### config.mk
export PLATFORM = sky130hd
export DESIGN_NAME = emst_controller
export DESIGN_NICKNAME = d
export VERILOG_FILES = /design/src/emst_phase_counter.v /design/src/emst_controller.v
export VERILOG_INCLUDE_DIRS = /design/src
export SDC_FILE = /design/constraint.sdc
export NUM_CORES = 1
export LEC_CHECK = 0
export BUFFER_PORTS_ARGS = -buffer_cell sky130_fd_sc_hd__buf_2
export CAP_MARGIN = 20
export CORE_ASPECT_RATIO = 0.7
export CORE_UTILIZATION = 55
export DETAILED_ROUTE_END_ITERATION = 12
export HOLD_SLACK_MARGIN = 0.08
export PLACE_DENSITY = 0.94
export SLEW_MARGIN = 20
export SYNTH_ARGS = -nofsm -noshare
export SYNTH_HDL_FRONTEND = slang
export SYNTH_SLANG_ARGS = --single-unit
### constraint.sdc
create_clock -name clock -period 5.5 [get_ports clock]
set_clock_uncertainty 0.15 [all_clocks]
set_input_delay 1.375 -clock clock [delete_from_list [all_inputs] [get_ports clock]]
set_output_delay 1.375 -clock clock [all_outputs]
set_load 0.1 [all_outputs]
### src/emst_consts.vh
// Constants for the external memory strobe timing block.
// Functional notes
// - Setup phase 0-3 clocks from two-bit field.
// - Strobe width is code plus one clocks.
// - Hold phase 0-3 clocks from two-bit field.
// - Timing register 8 bits, 0xAF, resets ones.
// - Strobe width stays between 1 and 16 clocks.
// - Latch high and low 1-4 clocks.
// - Write data set up 1-19 clocks before strobe end.
// - Write data held 0-3 clocks after strobe.
// - Modes 01,10,11 do 16-bit multiplexed moves.
// - Modes 01,11 8-bit moves without bank.
// - Mode 10 8-bit moves drive page bank.
// - Reset selects longest setup, width, hold.
// - Latch width code 00-11 gives 1-4 clocks.
// - Move lasts four plus programmed phase clocks.
// - Mode 00 internal, 01/10 split, 11 external.
`ifndef EMST_CONSTS_VH
`define EMST_CONSTS_VH
`define EMST_TIMING_ADDR 8'h0_0AF
`define EMST_CONFIG_ADDR 8'h0_0AB
`define EMST_PAGE_ADDR 8'h0_0AA
`define EMST_SFR_PAGE 4'h0
`define EMST_TIMING_RESET 8'h0_0FF
`define EMST_CONFIG_RESET 8'h0_003
`define EMST_PAGE_RESET 8'h0_000
`define EMST_SETUP_MSB 7
`define EMST_SETUP_LSB 6
`define EMST_WIDTH_MSB 5
`define EMST_WIDTH_LSB 2
`define EMST_HOLD_MSB 1
`define EMST_HOLD_LSB 0
`define EMST_MODE_MSB 3
`define EMST_MODE_LSB 2
`define EMST_LATCH_MSB 1
`define EMST_LATCH_LSB 0
`define EMST_MODE_INTERNAL 2'h0
`define EMST_MODE_SPLIT 2'h1
`define EMST_MODE_SPLIT_BANK 2'h2
`define EMST_MODE_EXTERNAL 2'h3
`define EMST_FIXED_CYCLES 4'h4
`endif

### src/emst_phase_counter.v
// Down-counter that times one access phase in whole clock periods.
module emst_phase_counter (
  // Clock and reset.
  input wire clock,
  input wire rst_b,
  // Load and status.
  input wire load,
  input wire [4:0] load_value,
  output wire done,
  output reg [4:0] count
);
  always @(posedge clock)
  begin
    if (!rst_b)
      count <= 5'h0_000;
    else if (load)
      count <= load_value;
    else if (count != 5'h0_000)
      count <= count - 5'h0_001;
  end

  assign done = (count == 5'h0_000);
endmodule // emst_phase_counter

### src/emst_controller.v
// External memory interface sequencer with its timing registers.
`include "emst_consts.vh"
module emst_controller (
  // Clock and reset.
  input wire clock,
  input wire rst_b,
  // Special function register port.
  input wire [7:0] sfr_addr,
  input wire [3:0] sfr_page,
  input wire sfr_wr,
  input wire sfr_rd,
  input wire [7:0] sfr_wdata,
  output reg [7:0] sfr_rdata,
  // Move-external requests from the core.
  input wire req,
  input wire req_write,
  input wire req_wide,
  input wire [15:0] req_addr,
  input wire [7:0] req_wdata,
  output wire busy,
  output reg done,
  output reg [7:0] rd_data,
  // Memory pins.
  output reg [7:0] addr_hi,
  output reg addr_hi_oe,
  output reg [7:0] ad_out,
  output reg ad_oe,
  input wire [7:0] ad_in,
  output reg latch_en,
  output reg rd_strobe_b,
  output reg wr_strobe_b
);
  localparam ST_IDLE = 3'h0;
  localparam ST_FIXED = 3'h1;
  localparam ST_LATCH_HI = 3'h2;
  localparam ST_LATCH_LO = 3'h3;
  localparam ST_SETUP = 3'h4;
  localparam ST_STROBE = 3'h5;
  localparam ST_HOLD = 3'h6;

  reg [7:0] ext_mem_timing_ctrl;
  reg [7:0] ext_mem_config;
  reg [7:0] page_sel;
  reg [2:0] state;
  reg [2:0] next_state;
  reg write_op;
  reg [7:0] wdata;
  reg [7:0] ad_sync1;
  reg [7:0] ad_sync2;
  reg rd_cap1;
  reg rd_cap2;
  reg cnt_load;
  reg [4:0] cnt_value;
  wire cnt_done;
  wire [4:0] cnt_count;
  wire page_hit;
  wire [1:0] addr_setup_sel;
  wire [3:0] strobe_width_sel;
  wire [1:0] addr_hold_sel;
  wire [1:0] iface_mode_sel;
  wire [1:0] latch_pulse_width_sel;
  wire external;

  assign addr_setup_sel = ext_mem_timing_ctrl[`EMST_SETUP_MSB:`EMST_SETUP_LSB];
  assign strobe_width_sel = ext_mem_timing_ctrl[`EMST_WIDTH_MSB:`EMST_WIDTH_LSB];
  assign addr_hold_sel = ext_mem_timing_ctrl[`EMST_HOLD_MSB:`EMST_HOLD_LSB];
  assign iface_mode_sel = ext_mem_config[`EMST_MODE_MSB:`EMST_MODE_LSB];
  assign latch_pulse_width_sel = ext_mem_config[`EMST_LATCH_MSB:`EMST_LATCH_LSB];
  assign page_hit = (sfr_page == `EMST_SFR_PAGE);

  // Mode 00 keeps every move on chip; 8-bit moves in split modes go out only for
  // an upper page. Wide moves always go out when the mode allows it.
  assign external = (iface_mode_sel != `EMST_MODE_INTERNAL) &&
    (req_wide || iface_mode_sel == `EMST_MODE_EXTERNAL || page_sel[4]);
  assign busy = (state != ST_IDLE);

  // Register port.
  always @(posedge clock)
  begin
    if (!rst_b)
    begin
      ext_mem_timing_ctrl <= `EMST_TIMING_RESET;
      ext_mem_config <= `EMST_CONFIG_RESET;
      page_sel <= `EMST_PAGE_RESET;
    end
    else if (sfr_wr && page_hit)
    begin
      if (sfr_addr == `EMST_TIMING_ADDR)
        ext_mem_timing_ctrl <= sfr_wdata;
      if (sfr_addr == `EMST_CONFIG_ADDR)
        ext_mem_config <= {4'h0, sfr_wdata[3:0]};
      if (sfr_addr == `EMST_PAGE_ADDR)
        page_sel <= {3'h0, sfr_wdata[4:0]};
    end
  end

  always @(posedge clock)
  begin
    if (!rst_b)
      sfr_rdata <= 8'h0_000;
    else if (sfr_rd && page_hit && sfr_addr == `EMST_TIMING_ADDR)
      sfr_rdata <= ext_mem_timing_ctrl;
    else if (sfr_rd && page_hit && sfr_addr == `EMST_CONFIG_ADDR)
      sfr_rdata <= ext_mem_config;
    else if (sfr_rd && page_hit && sfr_addr == `EMST_PAGE_ADDR)
      sfr_rdata <= page_sel;
    else
      sfr_rdata <= 8'h0_000;
  end

  // Read data comes from the pins, so it is synchronised like any input.
  always @(posedge clock)
  begin
    if (!rst_b)
    begin
      ad_sync1 <= 8'h0_000;
      ad_sync2 <= 8'h0_000;
    end
    else
    begin
      ad_sync1 <= ad_in;
      ad_sync2 <= ad_sync1;
    end
  end

  emst_phase_counter u_phase (
    .clock(clock),
    .rst_b(rst_b),
    .load(cnt_load),
    .load_value(cnt_value),
    .done(cnt_done),
    .count(cnt_count)
  );

  // A counter value of N gives N+1 clocks in a phase; zero-length phases are skipped.
  always @*
  begin
    next_state = state;
    cnt_load = 1'b0;
    cnt_value = 5'h0_000;
    case (state)
      ST_IDLE:
        if (req)
        begin
          cnt_load = 1'b1;
          cnt_value = {1'b0, `EMST_FIXED_CYCLES} - 5'h0_002;
          next_state = ST_FIXED;
        end
      ST_FIXED:
        if (cnt_done)
        begin
          cnt_load = 1'b1;
          if (external)
          begin
            cnt_value = {3'h0, latch_pulse_width_sel};
            next_state = ST_LATCH_HI;
          end
          else
            next_state = ST_IDLE;
        end
      ST_LATCH_HI:
        if (cnt_done)
        begin
          cnt_load = 1'b1;
          cnt_value = {3'h0, latch_pulse_width_sel};
          next_state = ST_LATCH_LO;
        end
      ST_LATCH_LO:
        if (cnt_done)
        begin
          cnt_load = 1'b1;
          if (addr_setup_sel != 2'h0)
          begin
            cnt_value = {3'h0, addr_setup_sel} - 5'h0_001;
            next_state = ST_SETUP;
          end
          else
          begin
            cnt_value = {1'b0, strobe_width_sel};
            next_state = ST_STROBE;
          end
        end
      ST_SETUP:
        if (cnt_done)
        begin
          cnt_load = 1'b1;
          cnt_value = {1'b0, strobe_width_sel};
          next_state = ST_STROBE;
        end
      ST_STROBE:
        if (cnt_done)
        begin
          cnt_load = 1'b1;
          if (addr_hold_sel != 2'h0)
          begin
            cnt_value = {3'h0, addr_hold_sel} - 5'h0_001;
            next_state = ST_HOLD;
          end
          else
            next_state = ST_IDLE;
        end
      ST_HOLD:
        if (cnt_done)
          next_state = ST_IDLE;
      default:
        next_state = ST_IDLE;
    endcase
  end

  // Pin outputs are registered from next_state, so each pin lines up with the phase.
  always @(posedge clock)
  begin
    if (!rst_b)
      state <= ST_IDLE;
    else
      state <= next_state;
  end

  // The core may change its request lines once the move has been taken, except req_wide, which still decides external when ST_FIXED ends.
  always @(posedge clock)
  begin
    if (!rst_b)
    begin
      write_op <= 1'b0;
      wdata <= 8'h0_000;
    end
    else if (state == ST_IDLE && req)
    begin
      write_op <= req_write;
      wdata <= req_wdata;
    end
  end

  // Bit 4 of the page register only sends 8-bit moves off chip, so the bank on the
  // upper lines is the low four bits. Internal moves never drive the upper lines.
  always @(posedge clock)
  begin
    if (!rst_b)
    begin
      addr_hi <= 8'h0_000;
      addr_hi_oe <= 1'b0;
    end
    else if (state == ST_IDLE && req)
    begin
      addr_hi <= req_wide ? req_addr[15:8] : {4'h0, page_sel[3:0]};
      addr_hi_oe <= external &&
        (req_wide || iface_mode_sel == `EMST_MODE_SPLIT_BANK);
    end
    else if (next_state == ST_IDLE)
      addr_hi_oe <= 1'b0;
  end

  // Multiplexed low byte: address through both latch phases, then write data.
  always @(posedge clock)
  begin
    if (!rst_b)
    begin
      ad_out <= 8'h0_000;
      ad_oe <= 1'b0;
    end
    else
    begin
      if (state == ST_IDLE && req)
        ad_out <= req_addr[7:0];
      else if (write_op && (next_state == ST_SETUP || next_state == ST_STROBE))
        ad_out <= wdata;
      ad_oe <= (next_state == ST_LATCH_HI) || (next_state == ST_LATCH_LO) ||
        (write_op && (next_state == ST_SETUP || next_state == ST_STROBE ||
        next_state == ST_HOLD));
    end
  end

  always @(posedge clock)
  begin
    if (!rst_b)
    begin
      latch_en <= 1'b0;
      rd_strobe_b <= 1'b1;
      wr_strobe_b <= 1'b1;
    end
    else
    begin
      latch_en <= (next_state == ST_LATCH_HI);
      rd_strobe_b <= !(next_state == ST_STROBE && !write_op);
      wr_strobe_b <= !(next_state == ST_STROBE && write_op);
    end
  end

  // The pin synchroniser costs two clocks, so the byte that stood at the last strobe
  // clock reaches rd_data two clocks after the strobe ends. With a hold phase shorter
  // than two clocks that is after done, and the core has to allow for it.
  always @(posedge clock)
  begin
    if (!rst_b)
    begin
      done <= 1'b0;
      rd_cap1 <= 1'b0;
      rd_cap2 <= 1'b0;
      rd_data <= 8'h0_000;
    end
    else
    begin
      done <= busy && next_state == ST_IDLE;
      rd_cap1 <= state == ST_STROBE && cnt_done && !write_op;
      rd_cap2 <= rd_cap1;
      if (rd_cap2)
        rd_data <= ad_sync2;
    end
  end
endmodule // emst_controller

==> impl_results.md <==
* Outcome: complete, no violations
* Clk_lat worst skew at roughly 0.37 ns
* Area grow syn2layout at 18.35%
* Max_cap viols at 0
* Overall Global Routing Usage at 0.2430
* Total power at approximately 1.6 mW
* Post-CTS Repair Setup Buffers at 0
* Post-detailed-route count of antenna-violating nets at 0
* Met2 Wirelength at 3696 µm
* Ys async rst share at 0
* Syn Area/Cell at around 9.3 µm²
* # resized after CTS at 0
* Top Layer Used: met4
* Synth Instances at 388
* Largest net degree at the start of global routing at between 40 and 50
* Synthesized flop and latch total at 90
* Sequential fraction of the synthesis area at 0.4984
* Post-synthesis instance area at 3615 µm²
* Leak at approximately 1.8 nW
* CTS clock-pin slew for the worst setup and hold paths at 0.09 ns
* Setup TNS at 0 ns
* Die area at a little under 7000 µm²
* Yosys warnings at 0
* Finished Cell Area at 4278 µm²
* F_max at 290.5 MHz
* ANT cells at 0
* FP Rows at 24
* Critical Path Sink Type: primary output
* Total grt overflow at 0
* Syn Nets at 449
* Die Wd at between 90 and 100 µm
* Hpwl dp at 5745 µm
* Via density at 5.587
* Rel. slew slack at 0.3996
* Initial antenna violation count at 0
* Dpl cells at roughly 540
* Post-synth top area share at 0.4984
* Post-route clock period utilization at 0.6259
* Area leader, netlist: dfxtp_1
* First-pass GRT wire length at about 13000 µm
* CP Launch Type: flop
* RSZ-0062 raised after global routing: false
* Min Hold Slack at ~0.29 ns
* Initial core utilization at 0.5760
* Vias at 3101
* Core Region at 6276 µm²
* CTS root buffer: clkbuf_8
* Via count of the first global-routing pass at 2934
* Crit path time final at roughly 3.4 ns
* Drt total wl at 7973 µm
* Setup violators final at 0
* Clock sinks at 90
* Gpl congestion at 0.9073
* First-iteration detailed-routing DRC count at around 280
* Die H at about 70 µm
* Worst Setup Path Type: flop to primary output
* Maximum VDD drop at 260.5 µV
* Io pins at 98
* CP max FO at 18
* Total CTS buffers at 9
* Power Density at 382.9 nW/µm²
* M1 WL at 3449 µm
* Hold Buf Count CTS at 0
* Netlist cell types at 52
* Htree depth at 3
* Top cells by area, synth: dfxtp_1 50%, mux2i_1 6.4%, nand2_1 5.8%, nor2_1 3.6%, and2_1 3.3%
* PortBufs at slightly below 100
* CTS tree: done
* Post-layout util at 0.6816
* Slew Limit Fails at 0
* Placed cell areas at 4095 µm²
* Worst Hold Class: flop to flop
* DRC violations left at 0
* Place WS at 1.987 ns
* Post-synth EDFFs at 0
* Top FF cell, synth: dfxtp_1
* Clock Path Buffers at 2
* CP Data Required Time at 3.97 ns
* Iteration count of the initial detailed-routing pass at 6
* Fin. Hold Viols at 0
* Fin cells at 555
* Avg WL per Cell at 14.37 µm
* Worst-Margin Slew at around 0.9 ns
* WL met3 at 694 µm
* Share of cells above drive strength 1 at 0.2767
* Worst setup margin at 2.057 ns
* CP arrival at 1.92 ns
* Nets at 533
state kept, by name (all words and copies together), names as in the netlist, 3 cells and up:
signal               flops
ext_mem_timing_ctrl      8
addr_hi                  8
u_phase.count            5
ad_sync1                 8
ad_sync2                 8
sfr_rdata                8
wdata                    8
rd_data                  8
ad_out                   8
page_sel                 5
state                    3
ext_mem_config           4
per-layer routing:
layer,GRT usage,up-vias
li1,-,1515
met1,0.3033,1431
met2,0.3932,134
met3,0.07964,21
met4,0.08789,0
met5,0,-
cells by family (layout without fill, tap and decap cells):
kind of cell,count (synthesis),after routing,share of synthesized area
XOR/XNOR,3,3,0.007270
AND/OR/NAND/NOR,149,149,0.2053
multiplexers,23,23,0.06369
flip-flops,90,90,0.4984
buffers and inverters,38,127,0.04500
adder cells (fa/ha/maj),2,2,0.006922
AO/OA/AOI/OAI,83,83,0.1734
cell usage in the layout, fill, tap and decap left out, types with 3 or more instances in the layout:
master | synthesis | routed
a211oi_1 | 5 | 5
a21oi_1 | 23 | 23
a221oi_1 | 4 | 4
a31oi_2 | 8 | 8
and2_1 | 19 | 19
and3_1 | 4 | 4
buf_2 | 7 | 97
clkbuf_8 | 0 | 9
dfxtp_1 | 90 | 90
inv_1 | 12 | 12
inv_6 | 0 | 4
mux2i_1 | 23 | 23
nand2_1 | 56 | 56
nand3_1 | 10 | 10
nor2_1 | 35 | 35
nor2b_1 | 4 | 4
nor3_1 | 6 | 6
o211ai_1 | 6 | 6
o21a_1 | 3 | 3
o21ai_0 | 9 | 9
o31ai_1 | 11 | 11
final timing paths:
kind | start | to | slack [ns] | cells past startpoint
worst min register to register | ad_sync1[3]$_SDFF_PN0_ | ad_sync2[3]$_SDFF_PN0_ | 0.29 | 1
worst min-delay path | ad_sync1[3]$_SDFF_PN0_ | ad_sync2[3]$_SDFF_PN0_ | 0.29 | 1
worst max-delay path | state[2]$_SDFF_PN0_ | busy | 2.06 | 3
worst max register to register | u_phase.count[0]$_SDFFE_PN0P_ | ad_out[6]$_SDFFE_PN0P_ | 2.54 | 8
cells in the mapped netlist (2+ instances only):
cell and instances:
nor3_1 6, a211oi_1 5, inv_1 12, a221oi_1 4, nor2_1 35, dfxtp_1 90
a31oi_2 8, buf_2 7, o211ai_1 6, o21ai_0 9, nand3_1 10, o21a_1 3
clkbuf_1 14, and2_1 19, ha_1 2, buf_1 3, nand2_1 56, nor2b_1 4
a21oi_1 23, a22oi_1 2, and3_1 4, o2111ai_1 2, nor4_1 2, xor2_1 2
mux2i_1 23, o31ai_1 11
critical path: stages, from the launching register on:
cell and delay, ns:
dfxtp_1 0.51, nor3_1 0.62, inv_1 0.10, buf_2 0.31
power by group:
part | internal (mW) | leakage, nW | switching [mW] | total (mW)
logic | 0.137 | 1.02 | 0.339 | 0.476
registers | 0.700 | 0.734 | 0.0393 | 0.739
clock network | 0.171 | 0.0872 | 0.251 | 0.423
layout make-up:
cell class / instances / area [µm²]
sequential: 90 / 1802
fill: 489 / 1998
inverter: 12 / 45.04
tap: 78 / 97.59
multi-input combinational: 260 / 1650
timing repair buffer: 99 / 500.5
clock inverter: 7 / 58.81
clock buffer: 9 / 123.9
Power figures use the tool's default switching activity.
